$ cat src/verilog/dsti_regs.svh
`ifndef DSTI_REGS_SVH
`define DSTI_REGS_SVH
// How it works
// - Ground on pick line starts power-up only in remote mode with start on.
// - Power-up completes and holds only while the hold line stays grounded.
// - Open cable or lost controller power blocks selection and write gate.
// - Select tag starts selection; code from select bits or bus bits.
// - Dual channel: successful selection reserves drive to issuing channel.
// - Dual channel: select tag with bus bit 9 does priority select.
// - Selected when select code equals logical address plug code, or by a priority select.
// - Cylinder tag latches bus bits as cylinder address and starts seek.
// - Bus bit n maps straight to cylinder address bit n.
// - All ten bus bits form the cylinder address.

`define DSTI_CTRL_OFFSET      12'h000
`define DSTI_STATUS_OFFSET    12'h004
`define DSTI_CYL_OFFSET       12'h008
`define DSTI_SEEKS_OFFSET     12'h00C

`define DSTI_CTRL_REMOTE      0
`define DSTI_CTRL_START       1
`define DSTI_CTRL_DUAL        2
`define DSTI_CTRL_WIDE        3
`define DSTI_CTRL_PLUG_LO     4
`define DSTI_CTRL_PLUG_HI     7
`define DSTI_CTRL_RESET       32'h0000_0000
`define DSTI_CTRL_MASK        32'h0000_00FF

`define DSTI_ST_PWR_LO        0
`define DSTI_ST_PWR_HI        1
`define DSTI_ST_SELECTED      2
`define DSTI_ST_RESERVED      3
`define DSTI_ST_OWNER         4
`define DSTI_ST_ON_CYL        5
`define DSTI_ST_CABLE_OK      6
`define DSTI_ST_PRIO          7

`define DSTI_PRIO_BIT         9
`define DSTI_SEQ_TIME_NS      100000
`define DSTI_CLK_PERIOD_NS    50
`define DSTI_SEQ_CYCLES       ((`DSTI_SEQ_TIME_NS + `DSTI_CLK_PERIOD_NS - 1) / `DSTI_CLK_PERIOD_NS)
`endif

$ cat src/verilog/dsti_pkg.sv
package dsti_pkg;
   typedef enum logic [1:0] {
      DSTI_PWR_OFF = 2'b00,
      DSTI_PWR_SEQ = 2'b01,
      DSTI_PWR_ON  = 2'b10
   } dsti_pwr_t;
endpackage

$ cat src/verilog/dsti_rise.sv
`timescale 1ns/10ps
module dsti_rise #(
   parameter bit ACTIVE_LOW = 1'b0
) (
   input  wire logic pclk,
   input  wire logic presetn,
   input  wire logic level,
   output logic      rise
);
   logic active;
   logic prev_reg;

   assign active = ACTIVE_LOW ? ~level : level;

   always_ff @(posedge pclk or negedge presetn) begin
      if (!presetn) begin
         prev_reg <= 1'b0;
      end else begin
         prev_reg <= active;
      end
   end

   assign rise = active & ~prev_reg;
endmodule

$ cat src/verilog/dsti_top.sv
`timescale 1ns/10ps
`include "dsti_regs.svh"
module dsti_top #(
   parameter int BUS_W      = 10,
   parameter int SEL_W      = 4,
   parameter int SEQ_CYCLES = `DSTI_SEQ_CYCLES
) (
   input  wire logic             pclk,
   input  wire logic             presetn,
   input  wire logic             psel,
   input  wire logic             penable,
   input  wire logic             pwrite,
   input  wire logic [11:0]      paddr,
   input  wire logic [31:0]      pwdata,
   output logic      [31:0]      prdata,
   output logic                  pready,
   output logic                  pslverr,
   input  wire logic             seq_pick_n,
   input  wire logic             power_hold_n,
   input  wire logic             cable_ok,
   input  wire logic             sel_tag,
   input  wire logic             sel_chan_b,
   input  wire logic [SEL_W-1:0] unit_sel_bits,
   input  wire logic [BUS_W-1:0] bus_bits,
   input  wire logic             cyl_tag,
   input  wire logic             seek_done,
   input  wire logic             write_gate_in,
   output logic                  write_gate_out,
   output logic                  power_on,
   output logic                  unit_selected,
   output logic                  reserved,
   output logic                  reserve_owner_b,
   output logic                  on_cylinder,
   output logic                  seek_start,
   output logic      [BUS_W-1:0] cyl_addr,
   output logic                  prio_select
);
   localparam int CNT_W = $clog2(SEQ_CYCLES + 1);
   localparam logic [CNT_W-1:0] SEQ_LAST = CNT_W'(SEQ_CYCLES - 1);

   logic [31:0]            ctrl_reg;
   logic [31:0]            ctrl_next;
   dsti_pkg::dsti_pwr_t    pwr_reg;
   dsti_pkg::dsti_pwr_t    pwr_next;
   logic [CNT_W-1:0]       seq_cnt_reg;
   logic                   selected_reg;
   logic                   reserved_reg;
   logic                   owner_reg;
   logic                   on_cyl_reg;
   logic                   seek_reg;
   logic                   prio_reg;
   logic [BUS_W-1:0]       cyl_reg;
   logic [15:0]            seeks_reg;
   logic [31:0]            rdata_reg;
   logic                   err_reg;
   logic                   sel_rise;
   logic                   cyl_rise;
   logic                   remote_mode;
   logic                   start_sw;
   logic                   dual_chan;
   logic                   wide_if;
   logic [SEL_W-1:0]       plug_code;
   logic [SEL_W-1:0]       sel_code;
   logic                   inhibit;
   logic                   code_match;
   logic                   prio_req;
   logic                   chan_allowed;
   logic                   apb_access;
   logic                   addr_ok;
   logic [31:0]            status_word;

   assign remote_mode = ctrl_reg[`DSTI_CTRL_REMOTE];
   assign start_sw    = ctrl_reg[`DSTI_CTRL_START];
   assign dual_chan   = ctrl_reg[`DSTI_CTRL_DUAL];
   assign wide_if     = ctrl_reg[`DSTI_CTRL_WIDE];
   assign plug_code   = ctrl_reg[`DSTI_CTRL_PLUG_HI:`DSTI_CTRL_PLUG_LO];

   dsti_rise #(
      .ACTIVE_LOW (1'b0)
   ) u_sel_rise (
      .pclk    (pclk),
      .presetn (presetn),
      .level   (sel_tag),
      .rise    (sel_rise)
   );

   dsti_rise #(
      .ACTIVE_LOW (1'b0)
   ) u_cyl_rise (
      .pclk    (pclk),
      .presetn (presetn),
      .level   (cyl_tag),
      .rise    (cyl_rise)
   );

   // An open cable also covers a controller that lost power, since its receivers float.
   assign inhibit      = ~cable_ok | (pwr_reg != dsti_pkg::DSTI_PWR_ON);
   assign sel_code     = wide_if ? unit_sel_bits : bus_bits[SEL_W-1:0];
   assign code_match   = (sel_code == plug_code);
   assign prio_req     = dual_chan & bus_bits[`DSTI_PRIO_BIT];
   assign chan_allowed = ~dual_chan | ~reserved_reg | (owner_reg == sel_chan_b);

   always_comb begin
      pwr_next = pwr_reg;
      unique case (pwr_reg)
         dsti_pkg::DSTI_PWR_OFF: begin
            if (!seq_pick_n && remote_mode && start_sw) begin
               pwr_next = dsti_pkg::DSTI_PWR_SEQ;
            end
         end
         dsti_pkg::DSTI_PWR_SEQ: begin
            if (power_hold_n || !remote_mode || !start_sw) begin
               pwr_next = dsti_pkg::DSTI_PWR_OFF;
            end else if (seq_cnt_reg == SEQ_LAST) begin
               pwr_next = dsti_pkg::DSTI_PWR_ON;
            end
         end
         dsti_pkg::DSTI_PWR_ON: begin
            if (power_hold_n || !remote_mode || !start_sw) begin
               pwr_next = dsti_pkg::DSTI_PWR_OFF;
            end
         end
         default: begin
            pwr_next = dsti_pkg::DSTI_PWR_OFF;
         end
      endcase
   end

   always_ff @(posedge pclk or negedge presetn) begin
      if (!presetn) begin
         pwr_reg <= dsti_pkg::DSTI_PWR_OFF;
      end else begin
         pwr_reg <= pwr_next;
      end
   end

   always_ff @(posedge pclk or negedge presetn) begin
      if (!presetn) begin
         seq_cnt_reg <= '0;
      end else if (pwr_reg == dsti_pkg::DSTI_PWR_SEQ && seq_cnt_reg != SEQ_LAST) begin
         seq_cnt_reg <= seq_cnt_reg + 1'b1;
      end else if (pwr_reg != dsti_pkg::DSTI_PWR_SEQ) begin
         seq_cnt_reg <= '0;
      end
   end

   // A priority select takes the drive regardless of reservation; a plain select from the
   // other channel is refused while the drive is reserved.
   always_ff @(posedge pclk or negedge presetn) begin
      if (!presetn) begin
         selected_reg <= 1'b0;
         reserved_reg <= 1'b0;
         owner_reg    <= 1'b0;
         prio_reg     <= 1'b0;
      end else if (inhibit) begin
         selected_reg <= 1'b0;
         reserved_reg <= 1'b0;
         prio_reg     <= 1'b0;
      end else begin
         prio_reg <= 1'b0;
         if (sel_rise && prio_req) begin
            selected_reg <= 1'b1;
            reserved_reg <= 1'b1;
            owner_reg    <= sel_chan_b;
            prio_reg     <= 1'b1;
         end else if (sel_rise && chan_allowed) begin
            selected_reg <= code_match;
            if (dual_chan) begin
               reserved_reg <= code_match;
               owner_reg    <= code_match ? sel_chan_b : owner_reg;
            end
         end
      end
   end

   // Seeks need the drive on cylinder; a tag sent mid-seek is dropped rather than queued.
   always_ff @(posedge pclk or negedge presetn) begin
      if (!presetn) begin
         cyl_reg    <= '0;
         seek_reg   <= 1'b0;
         on_cyl_reg <= 1'b1;
         seeks_reg  <= 16'h0000;
      end else begin
         seek_reg <= 1'b0;
         if (cyl_rise && selected_reg && !inhibit && on_cyl_reg) begin
            cyl_reg    <= bus_bits;
            seek_reg   <= 1'b1;
            on_cyl_reg <= 1'b0;
            seeks_reg  <= seeks_reg + 16'h0001;
         end else if (seek_done) begin
            on_cyl_reg <= 1'b1;
         end
      end
   end

   assign write_gate_out  = write_gate_in & selected_reg & ~inhibit;
   assign power_on        = (pwr_reg == dsti_pkg::DSTI_PWR_ON);
   assign unit_selected   = selected_reg;
   assign reserved        = reserved_reg;
   assign reserve_owner_b = owner_reg;
   assign on_cylinder     = on_cyl_reg;
   assign seek_start      = seek_reg;
   assign cyl_addr        = cyl_reg;
   assign prio_select     = prio_reg;

   assign apb_access = psel & penable;
   assign addr_ok    = (paddr == `DSTI_CTRL_OFFSET) || (paddr == `DSTI_STATUS_OFFSET) ||
                       (paddr == `DSTI_CYL_OFFSET) || (paddr == `DSTI_SEEKS_OFFSET);

   always_comb begin
      status_word = 32'h0000_0000;
      status_word[`DSTI_ST_PWR_HI:`DSTI_ST_PWR_LO] = pwr_reg;
      status_word[`DSTI_ST_SELECTED] = selected_reg;
      status_word[`DSTI_ST_RESERVED] = reserved_reg;
      status_word[`DSTI_ST_OWNER]    = owner_reg;
      status_word[`DSTI_ST_ON_CYL]   = on_cyl_reg;
      status_word[`DSTI_ST_CABLE_OK] = cable_ok;
      status_word[`DSTI_ST_PRIO]     = prio_reg;
   end

   always_comb begin
      ctrl_next = ctrl_reg;
      if (apb_access && pwrite && paddr == `DSTI_CTRL_OFFSET) begin
         ctrl_next = pwdata & `DSTI_CTRL_MASK;
      end
   end

   always_ff @(posedge pclk or negedge presetn) begin
      if (!presetn) begin
         ctrl_reg <= `DSTI_CTRL_RESET;
      end else begin
         ctrl_reg <= ctrl_next;
      end
   end

   // Read data is captured in the setup cycle so the access phase completes at once.
   always_ff @(posedge pclk or negedge presetn) begin
      if (!presetn) begin
         rdata_reg <= 32'h0000_0000;
         err_reg   <= 1'b0;
      end else if (psel && !penable) begin
         err_reg <= ~addr_ok;
         unique case (paddr)
            `DSTI_CTRL_OFFSET:   rdata_reg <= ctrl_reg;
            `DSTI_STATUS_OFFSET: rdata_reg <= status_word;
            `DSTI_CYL_OFFSET:    rdata_reg <= {{(32-BUS_W){1'b0}}, cyl_reg};
            `DSTI_SEEKS_OFFSET:  rdata_reg <= {16'h0000, seeks_reg};
            default:             rdata_reg <= 32'h0000_0000;
         endcase
      end
   end

   assign pready  = 1'b1;
   assign pslverr = apb_access & err_reg;
   assign prdata  = rdata_reg;
endmodule
$ cat config.mk
export PLATFORM = sky130hd
export DESIGN_NAME = dsti_top
export DESIGN_NICKNAME = d
export VERILOG_FILES = /design/src/verilog/dsti_pkg.sv /design/src/verilog/dsti_rise.sv /design/src/verilog/dsti_top.sv
export VERILOG_INCLUDE_DIRS = /design/src /design/src/verilog
export SDC_FILE = /design/constraint.sdc
export NUM_CORES = 1
export LEC_CHECK = 0
export ABC_AREA = 0
export BUFFER_PORTS_ARGS = -buffer_cell sky130_fd_sc_hd__buf_2
export CAP_MARGIN = 20
export CORE_MARGIN = 5
export CORE_UTILIZATION = 35
export CTS_CLUSTER_SIZE = 14
export DETAILED_ROUTE_END_ITERATION = 10
export PLACE_DENSITY = 0.71
export SKIP_LAST_GASP = 1
export SYNTH_ARGS = -nofsm -noshare
export SYNTH_HDL_FRONTEND = slang
export SYNTH_SLANG_ARGS = --single-unit
export TNS_END_PERCENT = 1
$ cat constraint.sdc
create_clock -name pclk -period 1.4 [get_ports pclk]
set_input_delay 0.14 -clock pclk [delete_from_list [all_inputs] [get_ports pclk]]
set_output_delay 0.14 -clock pclk [all_outputs]
set_load 0.005 [all_outputs]
[Word-level counts from Yosys, hierarchy flattened]
Cells that the tools add are included.
Cells by class
  add/sub/neg operators: 2
  eq/ne operators: 14
  muxes and demuxes: 25
  bitwise logic cells: 17
  reductions and logical operators: 33
Operators by type and width (number)
  16-bit one-hot mux with 4 select lines: 1
  12-bit by 4-bit equality test with 1-bit output, second input constant: 2
  11-bit 2-to-1 mux: 2
  16-bit by 1-bit adder with 16-bit output, second input constant: 1
  1-bit 2-to-1 mux: 16
  12-bit by 3-bit equality test with 1-bit output, second input constant: 1
  12-bit logical NOT: 1
  11-bit by 1-bit adder with 11-bit output, second input constant: 1
  11-bit equality test, second input constant: 1
  1-bit logical AND: 11
  11-bit != test, second input constant: 1
  2-bit nonzero test: 5
  2-bit 2-to-1 mux: 4
  1-bit AND: 7
  1-bit NOT: 7
  2-bit one-hot mux with 3 select lines: 1
  3-bit nonzero test: 2
  1-bit logical NOT: 5
  1-bit logical OR: 5
  4-bit equality test: 1
  4-bit 2-to-1 mux: 1
  2-bit by 1-bit != test with 1-bit output, second input constant: 2
  2-bit != test, second input constant: 2
  4-bit AND reduction: 1
  other kinds (8): 10
Storage, ports and cells
  register bits: 88
  input bits: 71
  output and inout bits: 52
  word-level logic and storage cells: 106

[Longest topological paths before layout]
  depth in word-level cells: 7
  depth in mapped cells: 6
  depth with buffers taken out: 5

[Modules after synthesis]
A second synthesis with hierarchy kept.
Second synthesis, totals
  cell total of the unflattened synthesis: 292
  area total of the unflattened synthesis: 3537.1 um2
By module, submodules not included
  dsti_top: instances 1, cells each 288, area each 3459.6 um2, sequential area each 1752.9 um2
  dsti_rise: instances 2, cells each 2, area each 38.8 um2, sequential area each 25.0 um2

[Worst setup path before layout]
OpenSTA, ideal clock, no wires.
  kind: register to register
  from: reg pwr_reg[0]
  to: reg cyl_reg[0] (netlist: cyl_addr[0])
  setup time: 0.125 ns
  arrival time: 1.363 ns
  required time: 1.275 ns
  setup slack: -0.088 ns
  cell stages (with the launch flop): 5
  buffers on the path: 1
  clock period less this slack: 1.488 ns
  cells stage by stage: dfrtp_1 -> nand4b_1 -> nor2_1 -> buf_2 -> mux2_2
Between the ends
  cells in the longest elaborated chain, start to end: 5
RTL lines
  start, declared: line dsti_top.sv:43  | dsti_pkg::dsti_pwr_t pwr_reg;
  start signal, assigned: line dsti_top.sv:131  | pwr_reg <= dsti_pkg::DSTI_PWR_OFF;
  start signal, assigned: line dsti_top.sv:133  | pwr_reg <= pwr_next;
  2-bit != test: line dsti_top.sv:97  | assign inhibit = ~cable_ok | (pwr_reg != dsti_pkg::DSTI_PWR_ON);
  1-bit bitwise OR: line dsti_top.sv:97
  1-bit logical NOT: line dsti_top.sv:185  | if (cyl_rise && selected_reg && !inhibit && on_cyl_reg) begin
  1-bit logical AND (2 in a row): line dsti_top.sv:185
  end signal, assigned: line dsti_top.sv:186  | cyl_reg <= bus_bits;
  end, declared: line dsti_top.sv:52  | logic [BUS_W-1:0] cyl_reg;
Every way passes these cells.
A chain may end at the register's enable or synchronous reset.

[Final worst setup path]
  from: reg pwr_reg[0]
  to: reg cyl_reg[4] (netlist: cyl_addr[4])
Same word-level chain as after synthesis.

==> reports/metrics.yaml <==
status: "finished with violations"
violations: "negative setup slack"
final_nets: 497
hold_depth: 3
core_region_area_sq_mm: 0.009819
power.density_mw_per_mm2: 820.7
syn-cell-area_sq_mm: 0.003552
hold_start: "seek_done"
period_minus_slack_ns: 1.531
core.rowCount: 36
vias: 2782
via_per_inst: 4.950
path_depth: 4
first_pass_iters: 4
synthTopCellsByArea: "dfrtp_1 50%, mux2_2 6.7%, mux4_2 5.1%, xnor2_1 4.4%, buf_4 3.8%"
top_usage_layer: "met2"
post-route-util_pct: 47.16
slew_violations: 0
antenna_found_initial: 0
cts_made_buffers: 9
clk_pin_slew_ns: 0.07
clk-insertion-delay-late_ns: 0.35
grtUsageMet2_pct: 24.72
worstPathCellList: "nand4b_1, nor2_1, buf_12, mux2_2"
grt_max_degree: 28
rr_worst_depth: 4
synth-main-ff-cell: "dfrtp_1"
p_total_uw: 3801
ios: 123
cts-root-buf: "clkbuf_8"
fp.dieH_microns: 110.7
cp_max_fo: 17
finalCritPeriodShare_pct: 109.4
hold-worst-slack_ns: 0.008070
critPathLaunchType: "flip-flop"
start_util_pct: 36.17
r2r_start: "pwr_reg[0]"
synth-edff-count: 0
synth_top_area_share_pct: 50.02
ctsLongestPathBuffers: 2
syn_inst: 297
grt_usage_pct: 14.95
grt_pass1_vias: 2944
clock_power_share_pct: 38.4
max_freq_mhz: 653.0
ys.warnings.count: 0
dp_hpwl_microns: 6991
path_class: "reg -> reg"
finalHoldViolCount: 0
routedWlPerCell_microns: 15.99
drive_above_1_share_pct: 42.66
arrival_ns: 1.76
clock_skew_ns: 0.01387
tritoncts: "done"
synth-seq-area-share_pct: 50.76
place_congestion: 0.8457
async_flop_share_pct: 100.0
synth.avg_cell_area_sq_um: 11.96
p_switching_uw: 925.2
crit_slowest_cell: "dfrtp_1"
ant_nets: 0
synth_area_leader_cell: "dfrtp_1"
intPower_uw: 2875
htreeDepth: 3
area_delta_synth_final_pct: 30.36
ys_seq_elements: 72
crit_buf_inv: 1
p_leak_uw: 0.002295
drt-initial-drc-count: 104
endpoint_kind: "flip-flop"
finalSetupViolations: 30
ir_drop_uv: 451.6
hold_class: "in -> reg"
grt_pass1_wl_microns: 14790
critical_path.max_stage_delay_ns: 0.39
critPathTopFamily: "simple AND/OR/NAND/NOR gates"
use_met1_pct: 18.92
design_area_sq_mm: 0.004631
max_cap_violations: 0
ys_types: 45
p_comb_share_pct: 6.8
routed_wl_microns: 8985
crit_required_ns: 1.62
rsz0062_at_grt: "true"
diodes: 0
globalRouteOverflowTotal: 0
fin_ws_ns: -0.1315
power_frac_seq_pct: 54.8
postPlaceCellArea_sq_mm: 0.004364
die_area_sq_mm: 0.01226
dieWidth_microns: 110.7
cp-startpoint: "pwr_reg[0]"
sw_frac_of_total_pct: 24.34
use_met3_pct: 5.622
port-buffer-count: 81
cts_num_sinks: 72
remaining_drc_errors: 0
-- cell families after synthesis --
logic type	count (synthesis)	synth area share [%]
AO/OA/AOI/OAI	37	7.503
XOR/XNOR	26	6.411
adder cells (fa/ha/maj)	2	0.7044
buffers and inverters	35	5.988
flip-flops	72	50.76
multiplexers	34	13.14
other	2	0.2114
AND/OR/NAND/NOR	89	15.29
-- cell usage in the layout, fill, tap and decap left out, drive strengths merged, types with 2 or more instances in the layout --
cell type    instances
a21oi                8
a22o                12
a32o                 2
and2                 2
and3                 8
and3b                2
buf                125
clkbuf              10
clkinv               4
clkinvlp             2
conb                17
dfrtp               71
dlygate4sd3          4
ha                   2
inv                  7
mux2                21
mux2i                5
mux4                 8
nand2               11
nand2b               5
nand3               12
nand4               12
nor2                17
nor2b                2
nor3                 6
nor4                 5
o21ai                7
or3                  3
xnor2               18
xor2                 8
-- worst paths after layout --
| kind | endpoint | slack (ns) |
|---|---|---|
| max in group asynchronous | ctrl_reg[6] | 0.56 |
| setup / recovery | cyl_addr[4] | -0.13 |
| min in group asynchronous | ctrl_reg[2] | 0.27 |
| hold / removal | on_cylinder | 0.008 |
| setup reg to reg | cyl_addr[4] | -0.13 |
| hold reg to reg | seeks_reg[15] | 0.48 |
-- synth_stat cells, drive strengths merged, types with 6 or more instances --
library cell,instances
xnor2,18
nand2,11
o21ai,7
a21oi,8
inv,7
and3,8
nand4,12
buf,24
nand3,12
mux4,8
nor3,6
dfrtp,71
mux2,21
xor2,8
a22o,12
nor2,17
-- per-layer routing --
metal / vias to the layer above / routed length, microns
met1: 1375 / 3830
met2: 106 / 4340
met3: 9 / 734
met4: 0 / 80
met5: - / 0
li1: 1292 / -
-- worst register-to-register path, cell delays in order (launching register included) --
cell and delay (ns):
dfrtp_1 0.39, nand4b_1 0.23, nor2_1 0.26, buf_12 0.19
mux2_2 0.35
-- metrics by stage --
stage / setup TNS, ns / setup slack, ns / instances
4_1_cts: -3.145 / -0.1378 / 562
3_5_place_dp: -3.896 / -0.1912 / 539
2_1_floorplan: -0.8439 / -0.05659 / 312
3_3_place_gp: -3.062 / -0.1559 / 539
5_1_grt: -5.950 / -0.2167 / 562
6_report: -2.631 / -0.1315 / 562
-- what timing repair did --
action / CTS / global route
cloned: 0 / 0
setup endpoints to repair: 34 / 42
hold buffers: 4 / 0
buffers inserted: 3 / 0
endpoints found under the hold margin: 16 / 0
resized for setup: 6 / 3
pin swaps: 2 / 3
-- layout make-up --
type	count	area, sq um
Inverter	7	26.28
Clock buffer	10	137.6
Timing Repair Buffer	129	845.8
Tap cell	133	166.4
Multi-Input combinational cell	205	1615
Clock inverter	6	35.03
Fill cell	945	5189
Sequential cell	72	1804
-- power groups by stage --
stage               registers [uW]  clock network (uW)  logic [uW]
finish                        2080                1460         257
global placement              2120                   0         244
detailed placement            2120                   0         250
CTS                           2080                1500         261
global route                  2080                1570         287
floorplan                     2120                   0         107
Note: power is estimated with default switching activity, not from simulation.
